`config.mk`:
```
export PLATFORM = sky130hd
export DESIGN_NAME = ppom_port
export DESIGN_NICKNAME = d
export VERILOG_FILES = /design/src/ppom_pkg.sv /design/src/ppom_sync.sv /design/src/ppom_pin.sv /design/src/ppom_port.sv
export VERILOG_INCLUDE_DIRS = /design/src
export SDC_FILE = /design/constraint.sdc
export NUM_CORES = 1
export LEC_CHECK = 0
export BUFFER_PORTS_ARGS = -buffer_cell sky130_fd_sc_hd__buf_4
export CAP_MARGIN = 20
export CORE_MARGIN = 4
export CORE_UTILIZATION = 45
export CTS_CLUSTER_DIAMETER = 80
export DETAILED_ROUTE_END_ITERATION = 12
export MAX_ROUTING_LAYER = met4
export PLACE_DENSITY_LB_ADDON = 0.05
export SETUP_SLACK_MARGIN = 0.15
export SYNTH_ARGS = -nofsm -noshare
export SYNTH_HDL_FRONTEND = slang
export SYNTH_SLANG_ARGS = --single-unit
```
`constraint.sdc`:
```
create_clock -name core_clk -period 2.5 [get_ports core_clk]
set_input_delay 0.375 -clock core_clk [delete_from_list [all_inputs] [get_ports core_clk]]
set_output_delay 0.375 -clock core_clk [all_outputs]
set_load 0.05 [all_outputs]
```
`src/ppom_regs.svh`:
```
`ifndef PPOM_REGS_SVH
`define PPOM_REGS_SVH

// Register bus geometry
`define PPOM_ADDR_W 4
`define PPOM_DATA_W 8

// Register offsets
`define PPOM_OFS_DIR 4'h0
`define PPOM_OFS_OUT 4'h1
`define PPOM_OFS_IN 4'h2
`define PPOM_OFS_MCU 4'h3

// Control register fields
`define PPOM_MCU_PUD_BIT 6
`define PPOM_MCU_SE_BIT 5
`define PPOM_MCU_SM_HI 4
`define PPOM_MCU_SM_LO 3
`define PPOM_MCU_WR_MASK 8'h78
`define PPOM_MCU_RESET 8'h00

// Port register reset values
`define PPOM_DIR_RESET 8'h00
`define PPOM_OUT_RESET 8'h00

// Pin carrying the shared clock, timer and interrupt functions
`define PPOM_SHARED_PIN 2

// Synchroniser depth on the pad input
`define PPOM_SYNC_STAGES 2

`endif

```
`src/ppom_pkg.sv`:
```
package ppom_pkg;

    typedef logic [7:0] ppom_byte_t;

    typedef enum logic [2:0] {
        PPOM_SEL_NONE = 3'h0,
        PPOM_SEL_DIR = 3'h1,
        PPOM_SEL_OUT = 3'h2,
        PPOM_SEL_IN = 3'h3,
        PPOM_SEL_MCU = 3'h4
    } ppom_sel_e;

endpackage : ppom_pkg

```
`src/ppom_sync.sv`:
```
`timescale 1ns/1ps
`include "ppom_regs.svh"

module ppom_sync (
    // Clock and reset
    input wire logic core_clk,
    input wire logic rst_n,
    // Asynchronous level in, synchronised level out
    input wire logic async_in,
    output logic sync_out
);

    logic [`PPOM_SYNC_STAGES-1:0] stage;

    always_ff @(posedge core_clk) begin
        if (!rst_n) begin
            stage <= '0;
        end else begin
            stage <= {stage[`PPOM_SYNC_STAGES-2:0], async_in};
        end
    end

    assign sync_out = stage[`PPOM_SYNC_STAGES-1];

endmodule : ppom_sync

```
`src/ppom_pin.sv`:
```
`timescale 1ns/1ps

module ppom_pin (
    // Clock and reset
    input wire logic core_clk,
    input wire logic rst_n,
    // Software and global controls
    input wire logic pin_direction_bit,
    input wire logic pin_output_bit,
    input wire logic global_pullup_disable,
    input wire logic sleep_clamp,
    // Alternate-function overrides
    input wire logic pullup_override_en,
    input wire logic pullup_override_val,
    input wire logic dir_override_en,
    input wire logic dir_override_val,
    input wire logic value_override_en,
    input wire logic value_override_val,
    input wire logic input_en_override_en,
    input wire logic input_en_override_val,
    // Pad side
    input wire logic pad_in,
    output logic pad_out,
    output logic pad_oe,
    output logic pad_pullup_en,
    output logic pad_input_en,
    // Input paths
    output logic alt_digital_in,
    output logic pin_sync_in
);

    wire plain_pullup = ~pin_direction_bit & pin_output_bit & ~global_pullup_disable; // RULE2 RULE17
    wire sel_pullup = pullup_override_en ? pullup_override_val : plain_pullup; // RULE1 RULE3
    wire sel_oe = dir_override_en ? dir_override_val : pin_direction_bit; // RULE4 RULE5 RULE6
    wire sel_val = value_override_en ? value_override_val : pin_output_bit; // RULE7 RULE8 RULE9
    wire sel_ie = input_en_override_en ? input_en_override_val : ~sleep_clamp; // RULE11 RULE12 RULE13

    // Reset releases the pad at once, clock or not
    assign pad_oe = rst_n & sel_oe; // RULE23
    assign pad_pullup_en = rst_n & sel_pullup;
    assign pad_out = sel_val;
    assign pad_input_en = sel_ie;
    // Clamp to ground when input disabled; tap before sync
    assign alt_digital_in = pad_in & sel_ie; // RULE14

    ppom_sync u_sync (
        .core_clk(core_clk),
        .rst_n(rst_n),
        .async_in(alt_digital_in),
        .sync_out(pin_sync_in)
    );

endmodule : ppom_pin

```
`src/ppom_port.sv`:
```
// Contract
// RULE1: Pull-up override enable makes pull-up follow only the override value.
// RULE2: Without override, pull-up on only for input, output bit one, no global disable.
// RULE3: Under pull-up override, value one enables and zero disables the pull-up.
// RULE4: Direction override enable hands driver enable to the direction override value.
// RULE5: Without direction override, driver enabled exactly when direction bit is one.
// RULE6: Under direction override, value one enables and zero disables the driver.
// RULE7: Value override with driver on drives the value override signal.
// RULE8: Without value override, driven level equals the software output bit.
// RULE9: Under value override, software output bit is ignored for the driven level.
// RULE10: Toggle override enable inverts the stored software output bit.
// RULE11: Input-enable override takes input enable from the override value.
// RULE12: Without that override, input enable is on unless sleep clamps it.
// RULE13: Under input-enable override, value decides input enable regardless of sleep.
// RULE14: Alternate digital input is tapped after clamp, before the two-stage synchroniser.
// RULE15: Consumers of the raw digital input synchronise it unless used as clock.
// RULE16: Analog path connects straight to the pad, both directions, no gating.
// RULE17: Global pull-up disable bit 6 turns all pull-ups off; here a pin under pull-up override keeps the override value.
// RULE18: Control register bits 7 and 2 always read zero.
// RULE19: Alternate-function modules generate their own override enables and values.
// RULE20: Strobes shared per port, clock/sleep/disable shared, overrides per pin.
// RULE21: Pin 2 carries serial clock, analog channel one, timer, interrupt, pin change.
// RULE22: Writing one to an input register bit inverts that pin's output bit.
// RULE23: Direction one means output; pins are tri-stated while reset is active.
// RULE24: Override multiplexing is combinational, no added clock cycle.
//
// Design decisions made here: the register addresses and the strobed register port.
`timescale 1ns/1ps
`include "ppom_regs.svh"

module ppom_port #(
    parameter int NPINS = 6
) (
    // Clock and reset
    input wire logic core_clk,
    input wire logic rst_n,
    // Register port
    input wire logic [`PPOM_ADDR_W-1:0] reg_addr,
    input wire logic [`PPOM_DATA_W-1:0] reg_wdata,
    input wire logic reg_wr,
    input wire logic reg_rd,
    output logic [`PPOM_DATA_W-1:0] reg_rdata,
    // Sleep controller
    input wire logic sleep_clamp,
    output logic sleep_enable,
    output logic [1:0] sleep_mode,
    // Pads
    input wire logic [NPINS-1:0] pad_in,
    output logic [NPINS-1:0] pad_out,
    output logic [NPINS-1:0] pad_oe,
    output logic [NPINS-1:0] pad_pullup_en,
    output logic [NPINS-1:0] pad_input_en,
    // Analog pad path
    input wire logic [NPINS-1:0] pad_analog_in,
    output logic [NPINS-1:0] pad_analog_out,
    output logic [NPINS-1:0] pad_analog_oe,
    input wire logic [NPINS-1:0] alt_analog_out,
    input wire logic [NPINS-1:0] alt_analog_oe,
    output logic [NPINS-1:0] analog_pad_io,
    // Overrides from alternate-function modules
    input wire logic [NPINS-1:0] pullup_override_en,
    input wire logic [NPINS-1:0] pullup_override_val,
    input wire logic [NPINS-1:0] dir_override_en,
    input wire logic [NPINS-1:0] dir_override_val,
    input wire logic [NPINS-1:0] value_override_en,
    input wire logic [NPINS-1:0] value_override_val,
    input wire logic [NPINS-1:0] toggle_override_en,
    input wire logic [NPINS-1:0] input_en_override_en,
    input wire logic [NPINS-1:0] input_en_override_val,
    // Digital inputs to alternate-function modules
    output logic [NPINS-1:0] alt_digital_in,
    // Shared pin functions
    output logic timer_zero_count_in,
    output logic serial_iface_clk,
    output logic ext_irq_zero_in,
    output logic pin_change_src_two,
    output logic analog_channel_one
);

    if (NPINS <= `PPOM_SHARED_PIN || NPINS > `PPOM_DATA_W) begin : g_bad_npins
        $error("NPINS must be between 3 and 8");
    end

    localparam int PAD = `PPOM_DATA_W - NPINS;

    logic [NPINS-1:0] pin_direction_bit;
    logic [NPINS-1:0] pin_output_bit;
    logic [NPINS-1:0] pin_input_bit;
    logic [`PPOM_DATA_W-1:0] mcu_control;

    // Address decode
    wire hit_dir = reg_addr == `PPOM_OFS_DIR;
    wire hit_out = reg_addr == `PPOM_OFS_OUT;
    wire hit_in = reg_addr == `PPOM_OFS_IN;
    wire hit_mcu = reg_addr == `PPOM_OFS_MCU;
    wire wr_dir = reg_wr & hit_dir;
    wire wr_out = reg_wr & hit_out;
    wire wr_in = reg_wr & hit_in;
    wire wr_mcu = reg_wr & hit_mcu;
    wire global_pullup_disable = mcu_control[`PPOM_MCU_PUD_BIT];

    ppom_pkg::ppom_sel_e rd_sel;
    assign rd_sel = hit_dir ? ppom_pkg::PPOM_SEL_DIR :
                    hit_out ? ppom_pkg::PPOM_SEL_OUT :
                    hit_in ? ppom_pkg::PPOM_SEL_IN :
                    hit_mcu ? ppom_pkg::PPOM_SEL_MCU : ppom_pkg::PPOM_SEL_NONE;

    ppom_pkg::ppom_byte_t rd_mux;
    always_comb begin
        case (rd_sel)
            ppom_pkg::PPOM_SEL_DIR: rd_mux = {{PAD{1'b0}}, pin_direction_bit};
            ppom_pkg::PPOM_SEL_OUT: rd_mux = {{PAD{1'b0}}, pin_output_bit};
            ppom_pkg::PPOM_SEL_IN: rd_mux = {{PAD{1'b0}}, pin_input_bit};
            ppom_pkg::PPOM_SEL_MCU: rd_mux = mcu_control & `PPOM_MCU_WR_MASK; // RULE18
            default: rd_mux = 8'h00;
        endcase
    end

    // Output bit: write, toggle by input register, toggle override
    wire [NPINS-1:0] wdata_pins = reg_wdata[NPINS-1:0];
    wire [NPINS-1:0] base_out = wr_out ? wdata_pins : pin_output_bit;
    wire [NPINS-1:0] sw_toggle = wr_in ? wdata_pins : '0; // RULE22
    wire [NPINS-1:0] next_output_bit = base_out ^ sw_toggle ^ toggle_override_en; // RULE10
    wire [NPINS-1:0] next_direction_bit = wr_dir ? wdata_pins : pin_direction_bit;
    wire [`PPOM_DATA_W-1:0] next_mcu_control = wr_mcu ? (reg_wdata & `PPOM_MCU_WR_MASK) : mcu_control; // RULE17

    always_ff @(posedge core_clk) begin
        if (!rst_n) begin
            pin_direction_bit <= NPINS'(`PPOM_DIR_RESET); // RULE23
            pin_output_bit <= NPINS'(`PPOM_OUT_RESET);
            mcu_control <= `PPOM_MCU_RESET;
        end else begin
            pin_direction_bit <= next_direction_bit;
            pin_output_bit <= next_output_bit;
            mcu_control <= next_mcu_control;
        end
    end

    always_ff @(posedge core_clk) begin
        if (!rst_n) begin
            reg_rdata <= 8'h00;
            sleep_enable <= 1'b0;
            sleep_mode <= 2'h0;
        end else begin
            reg_rdata <= reg_rd ? rd_mux : 8'h00;
            sleep_enable <= next_mcu_control[`PPOM_MCU_SE_BIT];
            sleep_mode <= next_mcu_control[`PPOM_MCU_SM_HI:`PPOM_MCU_SM_LO];
        end
    end

    // One mux slice per pin; strobes and globals fan out to all
    for (genvar k = 0; k < NPINS; k++) begin : g_pin // RULE20
        ppom_pin u_pin (
            .core_clk(core_clk),
            .rst_n(rst_n),
            .pin_direction_bit(pin_direction_bit[k]),
            .pin_output_bit(pin_output_bit[k]),
            .global_pullup_disable(global_pullup_disable),
            .sleep_clamp(sleep_clamp),
            .pullup_override_en(pullup_override_en[k]),
            .pullup_override_val(pullup_override_val[k]),
            .dir_override_en(dir_override_en[k]),
            .dir_override_val(dir_override_val[k]),
            .value_override_en(value_override_en[k]),
            .value_override_val(value_override_val[k]),
            .input_en_override_en(input_en_override_en[k]),
            .input_en_override_val(input_en_override_val[k]),
            .pad_in(pad_in[k]),
            .pad_out(pad_out[k]),
            .pad_oe(pad_oe[k]),
            .pad_pullup_en(pad_pullup_en[k]),
            .pad_input_en(pad_input_en[k]),
            .alt_digital_in(alt_digital_in[k]),
            .pin_sync_in(pin_input_bit[k])
        ); // RULE24
    end

    // Analog path straight through, no gating
    assign analog_pad_io = pad_analog_in; // RULE16
    assign pad_analog_out = alt_analog_out;
    assign pad_analog_oe = alt_analog_oe;

    // Shared pin fan-out; consumers synchronise themselves
    assign timer_zero_count_in = alt_digital_in[`PPOM_SHARED_PIN]; // RULE21 RULE15
    assign serial_iface_clk = alt_digital_in[`PPOM_SHARED_PIN];
    assign ext_irq_zero_in = alt_digital_in[`PPOM_SHARED_PIN];
    assign pin_change_src_two = alt_digital_in[`PPOM_SHARED_PIN];
    assign analog_channel_one = pad_analog_in[`PPOM_SHARED_PIN];

    // Checks
    wire [NPINS-1:0] no_pu_ovr = ~pullup_override_en;
    wire [NPINS-1:0] no_dir_ovr = ~dir_override_en;
    wire [NPINS-1:0] val_ovr_on = value_override_en & pad_oe;
    wire [NPINS-1:0] val_ovr_off = ~value_override_en & pad_oe;
    wire [NPINS-1:0] plain_pu = ~pin_direction_bit & pin_output_bit & {NPINS{~global_pullup_disable}};
endmodule : ppom_port

```
==> results of run 1 <==
registers in the layout, summed over array words and instances (netlist names):
| name | cells |
|---|---|
| g_pin.u_pin.u_sync.stage | 12 |
| mcu_control | 4 |
| pin_direction_bit | 6 |
| pin_output_bit | 6 |
| reg_rdata | 7 |
routing by layer:
| metal | share of wire (%) | routed length, µm |
|---|---|---|
| met1 | 43 | 2300 |
| met2 | 47 | 2490 |
| met3 | 8.7 | 465 |
| met4 | 1.2 | 63 |
| met5 | 0 | 0 |
cell type report:
type / instances / area (µm²) / area share (%)
clock buffers: 7 / 76.3 / 2.63
clock inverters: 1 / 5.00 / 0.173
inverters: 1 / 3.75 / 0.130
multi-input cells: 165 / 1130 / 38.9
flip-flops and latches: 35 / 701 / 24.2
well taps: 67 / 83.8 / 2.89
repair buffers: 120 / 901 / 31.1
per-stage QoR:
| step | area [µm²] | instances | hold WS [ns] | total power [µW] |
|---|---|---|---|---|
| finish | 2900 | 396 | 0.330 | 1410 |
| global route | 2900 | 396 | 0.324 | 1480 |
| CTS | 2900 | 396 | 0.322 | 1430 |
| detailed placement | 2820 | 388 | 0.417 | 1040 |
| global placement | 2820 | 388 | 0.415 | 1040 |
| floorplan | 2300 | 269 | 0.412 | 1000 |
cell usage after synthesis (7+ instances only):
| master | instances |
|---|---|
| buf_4 | 54 |
| mux2i_1 | 18 |
| a21oi_1 | 15 |
| nor2_1 | 9 |
| nand2_1 | 26 |
| clkbuf_1 | 11 |
| nand2b_1 | 7 |
| nor2b_1 | 19 |
| dfxtp_1 | 35 |
| and2_1 | 12 |
| a21boi_1 | 7 |
| o21ai_1 | 12 |
worst register-to-register path, delay by kind of cell (launching register included):
kind | cells | cell delay, ns
muxes | 1 | 0.45
and+or+nand+nor | 1 | 0.14
DFF | 1 | 0.35
worst max-delay path by stage:
| stage | to | slack [ns] | cells after the start |
|---|---|---|---|
| 3_3_place_gp | pin_output_bit[2] | 0.57 | 6 |
| 5_1_grt | pad_pullup_en[1] | 0.58 | 4 |
| 2_1_floorplan | pin_output_bit[2] | 0.78 | 6 |
| 3_5_place_dp | pin_output_bit[3] | 0.56 | 6 |
| 4_1_cts | pad_pullup_en[1] | 0.67 | 4 |
| 6_report | pad_pullup_en[1] | 0.70 | 4 |
power groups by stage:
stage | clock network [µW] | registers, µW | logic [µW]
floorplan | 0 | 602 | 398
detailed placement | 0 | 605 | 437
finish | 387 | 592 | 435
CTS | 400 | 592 | 438
global route | 421 | 595 | 464
global placement | 0 | 605 | 432
kinds of logic after synthesis:
| family | synth area share, % |
|---|---|
| and+or+nand+nor | 21.5 |
| DFF | 30.5 |
| other | 0.163 |
| buffers and inverters | 20.5 |
| AOI/OAI and AO/OA | 13.6 |
| muxes | 13.7 |
==> key figures, run 1 <==
Detailed routing
  – DRT Pass-1 Iters: 4
  – Avg WL per Cell: 13.4 µm
  – Detail Route Antenna Nets: 0
  – Routed vias: 1,925
  – Vias per inst: 4.86
  – Total Wirelength: 5320 µm
  – DRC violations left: 0
  – First DRT Iteration DRCs: 55

Power and ir drop
  – Peak VDD IR: 0.273 mV
  – Net Sw Frac: 32.0%
  – Internal power: 962 µW
  – PwrDens: 488 nW/µm²
  – Logic gate share of total power: 30.7%
  – Sw Pwr: 452 µW
  – Sequential Power Share: 41.9%
  – Static Leak: 0.00133 µW
  – Power share of the clock group: 27.4%

Timing
  – Setup ws final: 0.695 ns
  – Clock skew: 0.00404 ns
  – Setup violations, final: 0
  – Fmax: 554 MHz
  – Min cycle time layout: 1.80 ns
  – Fin crit share: 72.2%
  – RSZ-0062 raised after global routing: false
  – Max-slew violation count: 0
  – TNS Setup: 0 ns
  – Hold Violations, Final: 0

Logic synthesis
  – Synth warnings: 0
  – Synth unique cells: 27
  – Netlist Area Pre-Place: 2300 µm²
  – Synth area leaders: dfxtp_1 (30%), buf_4 (18%), mux2i_1 (7.8%)
  – #FFs+latches synth: 35
  – Mapped Avg Cell Area: 8.54 µm²
  – Cells after Synth: 269
  – Syn nets: 364
  – Number of flops mapped to enable cells by yosys: 0
  – Asr flop ratio synth: 0%
  – Seq/Total Area, Yosys: 30.5%
  – Top FF cell, synth: dfxtp_1
  – Share of the synthesized area in the top cell type: 30.5%
  – Synth area leader: dfxtp_1

Global routing
  – Largest net degree at the start of global routing: 48
  – Vias in the first global route: 1,887
  – Met1 Usage GRT: 20.9%
  – GRT Overall Usage: 17.3%
  – Global route hottest layer: met2
  – First-pass GRT wire length: 8460 µm
  – Initial antenna violation count: 0
  – GR Util met3: 4.29%
  – M2 GR Usage: 27.8%
  – Gr ovfl total: 0

Die
  – Cell row count: 25
  – Die height: 79.5 µm
  – Die W: 79.5 µm
  – Die area: 6320 µm²
  – Initial core utilization: 47.4%
  – Io pins: 159
  – Core ar.: 4850 µm²

Placed design
  – HPWL Detailed: 3920 µm
  – Final GP Congestion: 0.738
  – Place WS: 0.557 ns
  – Port Buffers: 119

Clock tree
  – CTS resizes: 0
  – CTS sink cnt: 35
  – H-Tree Level Count: 2
  – Clock Pin Slew Worst Setup and Hold Paths: 0.07 ns
  – Post-CTS setup buffers: 0
  – CTS Root Cell: clkbuf_8
  – Hold_buf cts: 0
  – CTS tree: done
  – Later-pin clock latency in the skew report: 0.28 ns
  – CTS Buf Count: 5
  – CTS max path bufs: 2

Worst hold path
  – Worst hold path class: in -> reg
  – Worst Hold End: g_pin[3].u_pin.u_sync.stage[0]
  – Worst Hold Depth: 2
  – Hold path startpoint: pad_in[3]

Final layout
  – Fillers: 433
  – Antenna cell count: 0
  – Area Overhead vs Synth: 26.0%
  – Final Util: 59.7%
  – Total Nets Final: 423
  – Layout cells sized above 1: 41.3%
  – Most frequent cells in the layout: buf_4 (120), dfxtp_1 (35), nand2_1 (26)
  – Most common cell after layout, fill and taps aside: buf_4

Critical path
  – RR Startpoint: pin_output_bit[5]
  – Crit-path cells: nor4b_1 -> a21oi_1 -> nor2b_1 -> buf_4
  – Largest delay share family, worst path: simple AND/OR/NAND/NOR gates
  – Worst setup path class: reg -> out
  – Critical path buffers and inverters: 1
  – Worst Path Arrival: 1.43 ns
  – Critical path origin: mcu_control[6]
  – Slowest cell on crit path: dfxtp_1
  – R2R Setup Slk: 1.44 ns
  – Worst Reg-to-Reg Cells: 2
  – Worst path required time: 2.12 ns
  – Crit Reg-Reg Endpoint: reg_rdata[5]
  – Startpoint types: flip-flop
  – Crit Path Max Fanout: 8
  – Crit-path max cell delay: 0.43 ns
  – Setup crit end kind: primary output

Outcome
  – Status: finished clean

Flow run
  – Max-cap violation count: 0
(Power assumes the default switching activity.)
==> run 2: changes to the inputs <==
--- a/config.mk
+++ b/config.mk
@@ -6,10 +6,11 @@
 export SDC_FILE = /design/constraint.sdc
 export NUM_CORES = 1
 export LEC_CHECK = 0
+export ABC_AREA = 1
 export BUFFER_PORTS_ARGS = -buffer_cell sky130_fd_sc_hd__buf_4
 export CAP_MARGIN = 20
 export CORE_MARGIN = 4
-export CORE_UTILIZATION = 45
+export CORE_UTILIZATION = 42
 export CTS_CLUSTER_DIAMETER = 80
 export DETAILED_ROUTE_END_ITERATION = 12
 export MAX_ROUTING_LAYER = met4
==> constraint.sdc (replaced) <==
create_clock -name core_clk -period 1.75 [get_ports core_clk]
set_input_delay 0.2625 -clock core_clk [delete_from_list [all_inputs] [get_ports core_clk]]
set_output_delay 0.2625 -clock core_clk [all_outputs]
set_load 0.05 [all_outputs]
==> key figures, run 2 <==
Logic synthesis
  – Syn nets: 460
  – Number of flops mapped to enable cells by yosys: 0
  – Synth area leaders: dfxtp_1 (30%), buf_4 (18%), inv_1 (11%)
  – Top cells by count, synth: inv_1 (71), buf_4 (56), nand2_1 (45), nor2_1 (40), dfxtp_1 (35)
  – Most common cell in the netlist: inv_1
  – Synth area leader: dfxtp_1
  – Synth unique cells: 20
  – Synth warnings: 0
  – Seq/Total Area, Yosys: 29.9%
  – Asr flop ratio synth: 0%
  – #FFs+latches synth: 35
  – Top FF cell, synth: dfxtp_1
  – Cells after Synth: 365
  – Netlist Area Pre-Place: 2340 µm²
  – Share of the synthesized area in the top cell type: 29.9%
  – Mapped Avg Cell Area: 6.41 µm²

Critical path
  – Crit Reg-Reg Endpoint: pin_output_bit[4]
  – Worst path required time: 1.49 ns
  – Worst setup path class: reg -> out
  – Startpoint types: flip-flop
  – Crit Path Max Fanout: 7
  – Worst Reg-to-Reg Cells: 5
  – Setup crit end kind: primary output
  – Worst Path Arrival: 1.18 ns
  – RR Startpoint: pin_output_bit[4]
  – R2R Setup Slk: 0.80 ns

Final layout
  – Layout cells sized above 1: 31.5%
  – Final Util: 57.5%
  – Max reg flops: 12
  – Total Nets Final: 529
  – Area Overhead vs Synth: 28.5%
  – Top Registers: g_pin.u_pin.u_sync.stage (12), reg_rdata (7)
  – Antenna cell count: 0
  – Post-layout instance area: 3010 µm²
  – Most common cell after layout, fill and taps aside: buf_4
  – Biggest register: g_pin.u_pin.u_sync.stage
  – Most frequent cells in the layout: buf_4 (122), inv_1 (71), nand2_1 (45)

Timing
  – RSZ-0062 raised after global routing: false
  – Clock skew: 0.00348 ns
  – Hold Violations, Final: 0
  – Fin crit share: 82.6%
  – Min cycle time layout: 1.44 ns
  – Fmax: 692 MHz
  – Setup violations, final: 0
  – TNS Setup: 0 ns
  – Hold_ws: 0.235 ns
  – Max-slew violation count: 0

Clock tree
  – Later-pin clock latency in the skew report: 0.28 ns
  – CTS Buf Count: 5
  – CTS max path bufs: 2
  – Clock Pin Slew Worst Setup and Hold Paths: 0.07 ns
  – CTS resizes: 0
  – CTS tree: done
  – H-Tree Level Count: 2
  – CTS sink cnt: 35
  – Hold_buf cts: 0
  – CTS Root Cell: clkbuf_8
  – Post-CTS setup buffers: 0

Placed design
  – HPWL Detailed: 4570 µm
  – Port Buffers: 119
  – Area post-placement: 2910 µm²
  – Final GP Congestion: 0.813

Worst hold path
  – Worst hold path class: in -> reg
  – Hold path startpoint: pad_in[5]
  – Worst Hold Depth: 3
  – Worst Hold End: g_pin[5].u_pin.u_sync.stage[0]

Die
  – Die area: 6830 µm²
  – Cell row count: 26
  – Initial core utilization: 44.7%
  – Die W: 82.7 µm
  – Io pins: 159
  – Die height: 82.7 µm
  – Core ar.: 5240 µm²

Detailed routing
  – Detail Route Antenna Nets: 0
  – Vias per inst: 4.62
  – DRC violations left: 0
  – First DRT Iteration DRCs: 113
  – DRT Pass-1 Iters: 4
  – Routed vias: 2,333
  – Avg WL per Cell: 11.3 µm
  – Total Wirelength: 5690 µm

Global routing
  – Gr ovfl total: 0
  – Largest net degree at the start of global routing: 24
  – Vias in the first global route: 1,931
  – GRT Overall Usage: 16.1%
  – First-pass GRT wire length: 8290 µm
  – Initial antenna violation count: 0

Power and ir drop
  – Static Leak: 0.00162 µW
  – Peak VDD IR: 0.320 mV
  – PwrDens: 703 nW/µm²

Flow run
  – Max-cap violation count: 0

Outcome
  – Status: finished clean
==> run 2: cell count changes after synthesis, sizes merged, moves of 9 or more <==
cell    change
nor2       +33
nand3      +23
nor2b      -19
inv        +72
a21oi      +13
nand4      +13
and2       -12
clkbuf      -9
nand2      +19
mux2i      -18
o21ai      +15
==> run 2: kinds of logic (layout without fill, tap and decap cells) <==
logic type	count (synthesis)	count (layout)	share of synthesized area, %
DFF	35	35	29.9
other	1	1	0.160
buffers and inverters	134	204	30.6
AOI/OAI and AO/OA	62	62	13.6
and+or+nand+nor	133	133	25.7
==> run 2: where the power goes <==
part           internal [µW]  leakage, µW  switching [µW]
combinational            244      0.00129             402
sequential               826     0.000286            13.1
clock                    359    0.0000515             272
==> run 2: routing by layer <==
metal  wire (µm)  part of all wire, %  vias to the layer above  track usage (%)
li1            -                    -                     1231                -
met1        2430                   43                      969             19.1
met5           0                    0                        -                -
met3         689                   12                       10             4.34
met4          95                  1.7                        0             6.70
met2        2470                   43                      123             25.6
==> run 2: area by class of cell <==
type | instances | area [µm²]
Sequential cell | 35 | 702
Clock buffer | 8 | 100
Timing Repair Buffer | 122 | 916
Multi-Input combinational cell | 196 | 926
Fill cell | 507 | 2230
Tap cell | 70 | 87.6
Inverter | 74 | 278
==> run 2: worst max-delay path by stage <==
stage	startpoint	end	slack, ns	cells past startpoint
3_5_place_dp	reg_addr[3]	pin_direction_bit[2]	0.21	6
3_3_place_gp	reg_addr[3]	pin_direction_bit[1]	0.25	6
5_1_grt	mcu_control[6]	pad_pullup_en[0]	0.18	4
4_1_cts	mcu_control[6]	pad_pullup_en[4]	0.24	4
2_1_floorplan	input_en_override_en[2]	alt_digital_in[2]	0.20	5
6_report	mcu_control[6]	pad_pullup_en[4]	0.31	4
==> run 2: stage by stage <==
| stage | power (µW) | setup slack, ns | cells |
|---|---|---|---|
| finish | 2120 | 0.305 | 505 |
| global route | 2220 | 0.184 | 505 |
| CTS | 2140 | 0.240 | 505 |
| detailed placement | 1510 | 0.215 | 497 |
| global placement | 1500 | 0.253 | 497 |
| floorplan | 1430 | 0.199 | 365 |
==> run 2: worst max-delay path, cell delays in order, from the launching register on <==
cell     delay, ns
dfxtp_2       0.36
nor2_1        0.11
nand3_1       0.07
a21oi_1       0.14
buf_4         0.23
